`src/logic/i2c_index_regs.svh`:
```
`ifndef I2C_INDEX_REGS_SVH
`define I2C_INDEX_REGS_SVH

// configuration byte store
`define REG_COUNT 16
`define REG_IDX_W 4
`define REG_BYTES_RST 128'h0000000000000010006C11E01A000000

// byte 0 holds the two-bit bus address select field
`define GEN_CTRL_IDX 4'h0
`define ADDR_SEL_HI 6
`define ADDR_SEL_LO 5
// 7-bit form of write address D0; D2, D4, D6 follow in steps of one
`define DEV_ADDR_BASE 7'h68

// byte returned as the read count
`define RD_COUNT_IDX 4'h8

// bus clock figures
`define SCL_TYP_KHZ 100
`define SCL_MAX_KHZ 400

// internal sda hold after scl falls
`define CLK_PERIOD_PS 8000
`define SDA_HOLD_NS 300
`define SDA_HOLD_CYC ((`SDA_HOLD_NS * 1000 + `CLK_PERIOD_PS - 1) / `CLK_PERIOD_PS)
`define HOLD_W 6

`define BIT_CNT_W 4
`define BITS_PER_BYTE 4'h8

`endif

```
`src/logic/i2c_index_pkg.sv`:
```
`include "i2c_index_regs.svh"

package i2c_index_pkg;

  typedef enum logic [11:0] {
    S_IDLE   = 12'h001,
    S_ADDR   = 12'h002,
    S_ACK_A  = 12'h004,
    S_INDEX  = 12'h008,
    S_ACK_I  = 12'h010,
    S_COUNT  = 12'h020,
    S_ACK_C  = 12'h040,
    S_WDATA  = 12'h080,
    S_ACK_W  = 12'h100,
    S_TX     = 12'h200,
    S_RX_ACK = 12'h400,
    S_IGNORE = 12'h800
  } tgt_state_e;

  typedef logic [`REG_COUNT-1:0][7:0] reg_bytes_t;

  typedef struct packed {
    logic scl_s1;
    logic scl_s2;
    logic scl_s3;
    logic sda_s1;
    logic sda_s2;
    logic sda_s3;
    logic scl_f;
    logic sda_f;
    tgt_state_e state;
    logic [7:0] sh;
    logic [`BIT_CNT_W-1:0] bcnt;
    logic [7:0] ptr;
    logic [7:0] rem;
    logic rd;
    logic acked;
    logic pend;
    logic drv;
    logic [`HOLD_W-1:0] hold;
    logic wr_stb;
    logic [`REG_IDX_W-1:0] wr_idx;
    logic [7:0] wr_data;
    reg_bytes_t regs;
  } tgt_s;

endpackage

```
`src/logic/i2c_index_block_target.sv`:
```
`timescale 1ns/10ps
`include "i2c_index_regs.svh"

module i2c_index_block_target
  import i2c_index_pkg::*;
(
  input wire logic clk,
  input wire logic rst_b,
  input wire logic scl_i,
  input wire logic sda_i,
  output logic sda_o,
  output logic sda_oe,
  output logic [`REG_COUNT*8-1:0] cfg_bytes,
  output logic xfer_busy,
  output logic reg_wr_stb,
  output logic [`REG_IDX_W-1:0] reg_wr_idx,
  output logic [7:0] reg_wr_data
);

  tgt_s st_ff;
  tgt_s nxt_st;

  logic scl_rise;
  logic scl_fall;
  logic start_seen;
  logic stop_seen;
  logic byte_done;
  logic [7:0] next_rd_byte;

  // address select lives in the general control byte, so a write to it
  // takes effect from the next address phase
  function automatic logic [6:0] dev_addr(input logic [7:0] ctrl);
    dev_addr = `DEV_ADDR_BASE | {5'h00, ctrl[`ADDR_SEL_HI:`ADDR_SEL_LO]};
  endfunction

  function automatic logic [7:0] byte_at(input reg_bytes_t regs, input logic [7:0] idx);
    byte_at = regs[idx[`REG_IDX_W-1:0]];
  endfunction

  always_comb begin
    nxt_st = st_ff;
    nxt_st.wr_stb = 1'b0;

    // three-stage sampling; a level counts once stages two and three agree,
    // which leaves many clk cycles per bit even at the fastest bus rate
    nxt_st.scl_s1 = scl_i;
    nxt_st.scl_s2 = st_ff.scl_s1;
    nxt_st.scl_s3 = st_ff.scl_s2;
    nxt_st.sda_s1 = sda_i;
    nxt_st.sda_s2 = st_ff.sda_s1;
    nxt_st.sda_s3 = st_ff.sda_s2;
    if (st_ff.scl_s2 == st_ff.scl_s3) begin
      nxt_st.scl_f = st_ff.scl_s3;
    end
    if (st_ff.sda_s2 == st_ff.sda_s3) begin
      nxt_st.sda_f = st_ff.sda_s3;
    end

    scl_rise = nxt_st.scl_f & ~st_ff.scl_f;
    scl_fall = ~nxt_st.scl_f & st_ff.scl_f;
    start_seen = st_ff.scl_f & nxt_st.scl_f & st_ff.sda_f & ~nxt_st.sda_f;
    stop_seen = st_ff.scl_f & nxt_st.scl_f & ~st_ff.sda_f & nxt_st.sda_f;
    byte_done = scl_fall && (st_ff.bcnt == `BITS_PER_BYTE);
    next_rd_byte = byte_at(st_ff.regs, st_ff.ptr);

    // drive changes wait out the hold time after scl falls
    if (scl_fall) begin
      nxt_st.hold = `HOLD_W'(`SDA_HOLD_CYC);
    end else if (st_ff.hold != '0) begin
      nxt_st.hold = st_ff.hold - `HOLD_W'(1);
    end
    if (st_ff.hold == `HOLD_W'(1)) begin
      nxt_st.drv = st_ff.pend;
    end

    if (stop_seen) begin
      nxt_st.state = S_IDLE;
      nxt_st.pend = 1'b0;
      nxt_st.drv = 1'b0;
      nxt_st.hold = '0;
    end else if (start_seen) begin
      // a repeated start restarts the address phase but keeps the index
      nxt_st.state = S_ADDR;
      nxt_st.bcnt = '0;
      nxt_st.pend = 1'b0;
      nxt_st.drv = 1'b0;
      nxt_st.hold = '0;
    end else begin
      unique case (st_ff.state)
        S_IDLE, S_IGNORE: begin
          nxt_st.pend = 1'b0;
        end
        S_ADDR, S_INDEX, S_COUNT, S_WDATA: begin
          if (scl_rise) begin
            nxt_st.sh = {st_ff.sh[6:0], nxt_st.sda_f};
            nxt_st.bcnt = st_ff.bcnt + `BIT_CNT_W'(1);
          end
          if (byte_done) begin
            nxt_st.bcnt = '0;
            unique case (st_ff.state)
              S_ADDR: begin
                if (st_ff.sh[7:1] == dev_addr(st_ff.regs[`GEN_CTRL_IDX])) begin
                  nxt_st.pend = 1'b1;
                  nxt_st.rd = st_ff.sh[0];
                  nxt_st.state = S_ACK_A;
                end else begin
                  nxt_st.state = S_IGNORE;
                end
              end
              S_INDEX: begin
                nxt_st.pend = 1'b1;
                nxt_st.ptr = st_ff.sh;
                nxt_st.state = S_ACK_I;
              end
              S_COUNT: begin
                nxt_st.pend = 1'b1;
                nxt_st.rem = st_ff.sh;
                nxt_st.state = S_ACK_C;
              end
              default: begin
                // bytes beyond the announced count are refused
                if (st_ff.rem != 8'h00) begin
                  nxt_st.pend = 1'b1;
                  nxt_st.regs[st_ff.ptr[`REG_IDX_W-1:0]] = st_ff.sh;
                  nxt_st.wr_stb = 1'b1;
                  nxt_st.wr_idx = st_ff.ptr[`REG_IDX_W-1:0];
                  nxt_st.wr_data = st_ff.sh;
                  nxt_st.ptr = st_ff.ptr + 8'h01;
                  nxt_st.rem = st_ff.rem - 8'h01;
                  nxt_st.state = S_ACK_W;
                end else begin
                  nxt_st.state = S_IGNORE;
                end
              end
            endcase
          end
        end
        S_ACK_A: begin
          if (scl_fall) begin
            if (st_ff.rd) begin
              // the count goes first; the index is not advanced by it
              nxt_st.pend = ~st_ff.regs[`RD_COUNT_IDX][7];
              nxt_st.sh = {st_ff.regs[`RD_COUNT_IDX][6:0], 1'b0};
              nxt_st.bcnt = `BIT_CNT_W'(1);
              nxt_st.state = S_TX;
            end else begin
              nxt_st.pend = 1'b0;
              nxt_st.state = S_INDEX;
            end
          end
        end
        S_ACK_I: begin
          if (scl_fall) begin
            nxt_st.pend = 1'b0;
            nxt_st.state = S_COUNT;
          end
        end
        S_ACK_C, S_ACK_W: begin
          if (scl_fall) begin
            nxt_st.pend = 1'b0;
            nxt_st.state = S_WDATA;
          end
        end
        S_TX: begin
          if (scl_fall) begin
            if (st_ff.bcnt == `BITS_PER_BYTE) begin
              nxt_st.pend = 1'b0;
              nxt_st.bcnt = '0;
              nxt_st.state = S_RX_ACK;
            end else begin
              nxt_st.pend = ~st_ff.sh[7];
              nxt_st.sh = {st_ff.sh[6:0], 1'b0};
              nxt_st.bcnt = st_ff.bcnt + `BIT_CNT_W'(1);
            end
          end
        end
        S_RX_ACK: begin
          if (scl_rise) begin
            nxt_st.acked = ~nxt_st.sda_f;
          end
          if (scl_fall) begin
            if (st_ff.acked) begin
              nxt_st.pend = ~next_rd_byte[7];
              nxt_st.sh = {next_rd_byte[6:0], 1'b0};
              nxt_st.bcnt = `BIT_CNT_W'(1);
              nxt_st.ptr = st_ff.ptr + 8'h01;
              nxt_st.state = S_TX;
            end else begin
              nxt_st.pend = 1'b0;
              nxt_st.state = S_IGNORE;
            end
          end
        end
      endcase
    end
  end

  always_ff @(posedge clk or negedge rst_b) begin
    if (!rst_b) begin
      st_ff <= '0;
      st_ff.scl_s1 <= 1'b1;
      st_ff.scl_s2 <= 1'b1;
      st_ff.scl_s3 <= 1'b1;
      st_ff.sda_s1 <= 1'b1;
      st_ff.sda_s2 <= 1'b1;
      st_ff.sda_s3 <= 1'b1;
      st_ff.scl_f <= 1'b1;
      st_ff.sda_f <= 1'b1;
      st_ff.state <= S_IDLE;
      st_ff.regs <= `REG_BYTES_RST;
    end else begin
      st_ff <= nxt_st;
    end
  end

  // open-drain: the pin is only ever pulled low
  assign sda_o = 1'b0;
  assign sda_oe = st_ff.drv;
  assign cfg_bytes = st_ff.regs;
  assign xfer_busy = (st_ff.state != S_IDLE) && (st_ff.state != S_IGNORE);
  assign reg_wr_stb = st_ff.wr_stb;
  assign reg_wr_idx = st_ff.wr_idx;
  assign reg_wr_data = st_ff.wr_data;

endmodule

```
`config.mk`:
```
export PLATFORM = sky130hd
export DESIGN_NAME = i2c_index_block_target
export DESIGN_NICKNAME = d
export VERILOG_FILES = /design/src/logic/i2c_index_pkg.sv /design/src/logic/i2c_index_block_target.sv
export VERILOG_INCLUDE_DIRS = /design/src /design/src/logic
export SDC_FILE = /design/constraint.sdc
export NUM_CORES = 1
export LEC_CHECK = 0
export BUFFER_PORTS_ARGS = -buffer_cell sky130_fd_sc_hd__buf_2
export CAP_MARGIN = 15
export CORE_ASPECT_RATIO = 2
export CORE_UTILIZATION = 59
export DETAILED_ROUTE_END_ITERATION = 8
export GPL_TIMING_DRIVEN = 1
export MAX_ROUTING_LAYER = met4
export PLACE_DENSITY = 0.81
export SLEW_MARGIN = 20
export SYNTH_ARGS = -nofsm -noshare
export SYNTH_HDL_FRONTEND = slang
export SYNTH_SLANG_ARGS = --single-unit
```
`constraint.sdc`:
```
create_clock -name clk -period 3.6 [get_ports clk]
set_clock_uncertainty 0.15 [all_clocks]
set_input_delay 0.36 -clock clk [delete_from_list [all_inputs] [get_ports clk]]
set_output_delay 0.36 -clock clk [all_outputs]
set_load 0.01 [all_outputs]
```
==> flow_summary.ini <==
[routing]
drt_iter0_drc = 408
routed_wire_length_per_instance_um = 23.6
ant_nets = 0
drc = 0
first_pass_iters = 7
vias_per_cell = 6.26
drt_wl_total_mm = 27.1
route.vias.total = 7197

[place]
io_buffers = 146
dp_hpwl_mm = 19.9
gp_congestion = 0.977

[clocking]
numCtsBuffers = 17
cts_buffer_depth = 2
postCtsSetupRepairBufs = 0
insertion_delay_ns = 0.44
htree_levels = 4
cts_sinks = 195
cts.repair.resized = 0
cts_hold_buf = 3
cts_tree = done
clk_pin_slew_ns = 0.07
cts_root_buf = clkbuf_16

[layout]
areaGrowthSynthToFinish_pct = 3.25
utilization = 0.620
drive_above_1_share = 0.460
fin_nets = 895
diodes = 0

[floorplan]
dieWidth_um = 99.6
initial_core_util = 0.600
die_y_um = 197
io_pins = 148
core_area_um2 = 18700
rows = 71
dieArea_um2 = 19700

[critical_path]
cp-start-kind = flip-flop
required_ns = 3.77
cp_slowest_stage_delay_ns = 0.94
cp_slowest_cell = and2_1
worstPathArrival_ns = 3.38
critPathCaptureType = flip-flop
cp_max_fo = 14
path_cells = xor2_1 -> nand4_1 -> and2_1 -> nand4_2 -> mux2_2
path_class = flip-flop to flip-flop

[grt]
grt_usage = 0.298
grt.overflow.total = 0
grt_pass1_wl_mm = 41.7
first_global_vias = 7269
grt_max_degree = 88
grt_antenna_before_repair = 0

[power]
p_total_w = 0.00463
power_frac_clock = 0.387
pwr_density_cell_nw_per_um2 = 399
p_int_w = 0.00345
p_sw_frac = 0.256
p_leak_nw = 6.03
pwr-share-comb = 0.100
netSwitchingPower_w = 0.00119
seqPwrFrac = 0.513
peakVddDrop_uv = 425

[synth]
syn_area_um2 = 11200
synth_cell_types = 77
synthArstFlopShare = 1.00
synth_area_per_cell_um2 = 12.7
dominantRegCellSynth = dfrtp_1
synth_edf_count = 0
ys_seq_area_frac = 0.436
ys_ff_latch = 195
ys_warn_count = 0
syn-num-nets = 901
synth_cells = 887

[sta]
hold_viol = 0
drv_slew = 0
finalSetupTns_ns = 0
worst_pin_slew_ns = 1.13
finalSetupViolCount = 0
fin_crit_sh = 0.889
max_clock_freq_mhz = 312
fin_crit_ns = 3.20
holdWs_ns = 0.209
slew-limit-headroom = 0.247
rsz0062_at_grt = false

[worst_hold_path]
hold_path.class = flip-flop to flip-flop

[run]
drv_cap = 0

[run_status]
status = finished clean
==> layer usage <==
layer  track usage  up-vias  part of all wire
met5             -        -                 0
met4         0.191        0             0.059
met3        0.0580      102             0.049
met2         0.505      284              0.55
met1         0.315     3724              0.35
li1              -     3087                 -
==> path summary, 6_finish.rpt <==
check / slack, ns / start / to / cells after the start
min: 0.21 / nxt_st[197] / nxt_st[196] / 0
min in group asynchronous: 0.36 / rst_b / reg_wr_data[4] / 2
max: 0.40 / st_ff[180] / flip-flop / 5
max in group asynchronous: 1.89 / rst_b / nxt_st[193] / 3
max reg2reg: 0.40 / st_ff[180] / flip-flop / 5
min reg2reg: 0.21 / nxt_st[197] / nxt_st[196] / 0
==> area by class of cell <==
| class | instances | area, um2 |
|---|---|---|
| fillers | 1451 | 7130 |
| multi-input cells | 484 | 4850 |
| clock buffers | 23 | 468 |
| inverters | 14 | 52.6 |
| clock inverters | 9 | 81.3 |
| well taps | 255 | 319 |
| repair buffers | 169 | 932 |
| flip-flops and latches | 195 | 4910 |
==> cell usage in the layout (no fill, tap or decap), types with 7 or more instances in the layout <==
cell,netlist,routed
nand4_4,10,10
mux2_2,145,145
mux2_1,14,14
nand2_1,15,15
o31ai_1,7,7
nor2b_1,16,16
a21oi_1,19,19
nand4_1,8,8
ha_1,10,10
nand3_1,11,11
buf_2,10,145
clkbuf_16,0,17
dfrtp_1,173,172
buf_4,144,19
nor3_1,13,13
mux4_2,15,15
dfstp_2,22,22
inv_1,14,14
mux4_1,25,25
nor2_1,39,39
a221o_1,7,7
o21ai_0,15,15
==> power groups by stage <==
stage	Sequential [W]	Combinational [W]	Clock, W
final	0.00238	0.000463	0.00179
after global routing	0.00239	0.000526	0.00191
after CTS	0.00237	0.000466	0.00182
after detailed placement	0.00241	0.000461	0
after global placement	0.00241	0.000453	0
after floorplan	0.00236	0.000351	0
==> synthesized netlist by cell type (all sizes together) (4+ instances only) <==
cell type  count  area share
nand4         23       0.029
and2           7      0.0040
buf          161        0.11
nor3b          6      0.0044
a211oi         4      0.0027
or3            6      0.0033
o21a           4      0.0027
nand2b         4      0.0022
nand3         13      0.0067
inv           14      0.0047
nor3          14      0.0072
mux2i          5      0.0044
nor2          40       0.014
xor2           4      0.0031
nand2         17      0.0061
mux4          40       0.088
mux2         159        0.16
clkbuf        33       0.018
nor2b         16      0.0089
a221o          7      0.0062
a21oi         19      0.0085
dfstp         22       0.051
o21ai         17      0.0076
nor4           6      0.0058
dfrtp        173        0.38
ha            10       0.011
o31ai          8      0.0058
a31oi          4      0.0022
==> per-stage QoR <==
step           instances  instance area [um2]  setup WS [ns]
6_report            1149                11600          0.399
5_1_grt             1149                11600          0.232
4_1_cts             1149                11600          0.436
3_5_place_dp        1114                11000          0.430
3_3_place_gp        1114                11000          0.525
2_1_floorplan        887                11200           1.07
==> kinds of logic after synthesis <==
group | after synthesis | synth area share
flops | 195 | 0.436
simple gates | 174 | 0.108
xor+xnor | 7 | 0.00545
mux | 204 | 0.252
other cells | 1 | 0.000333
fa+ha+maj | 10 | 0.0111
buf+inv | 208 | 0.132
compound gates | 88 | 0.0541
==> worst max-delay path, delay by kind of cell, from the launching register on <==
family / cells / cell delay [ns]
XOR/XNOR: 1 / 0.20
flip-flops: 1 / 0.47
multiplexers: 1 / 0.44
AND/OR/NAND/NOR: 3 / 1.82
(Power assumes the default switching activity.)
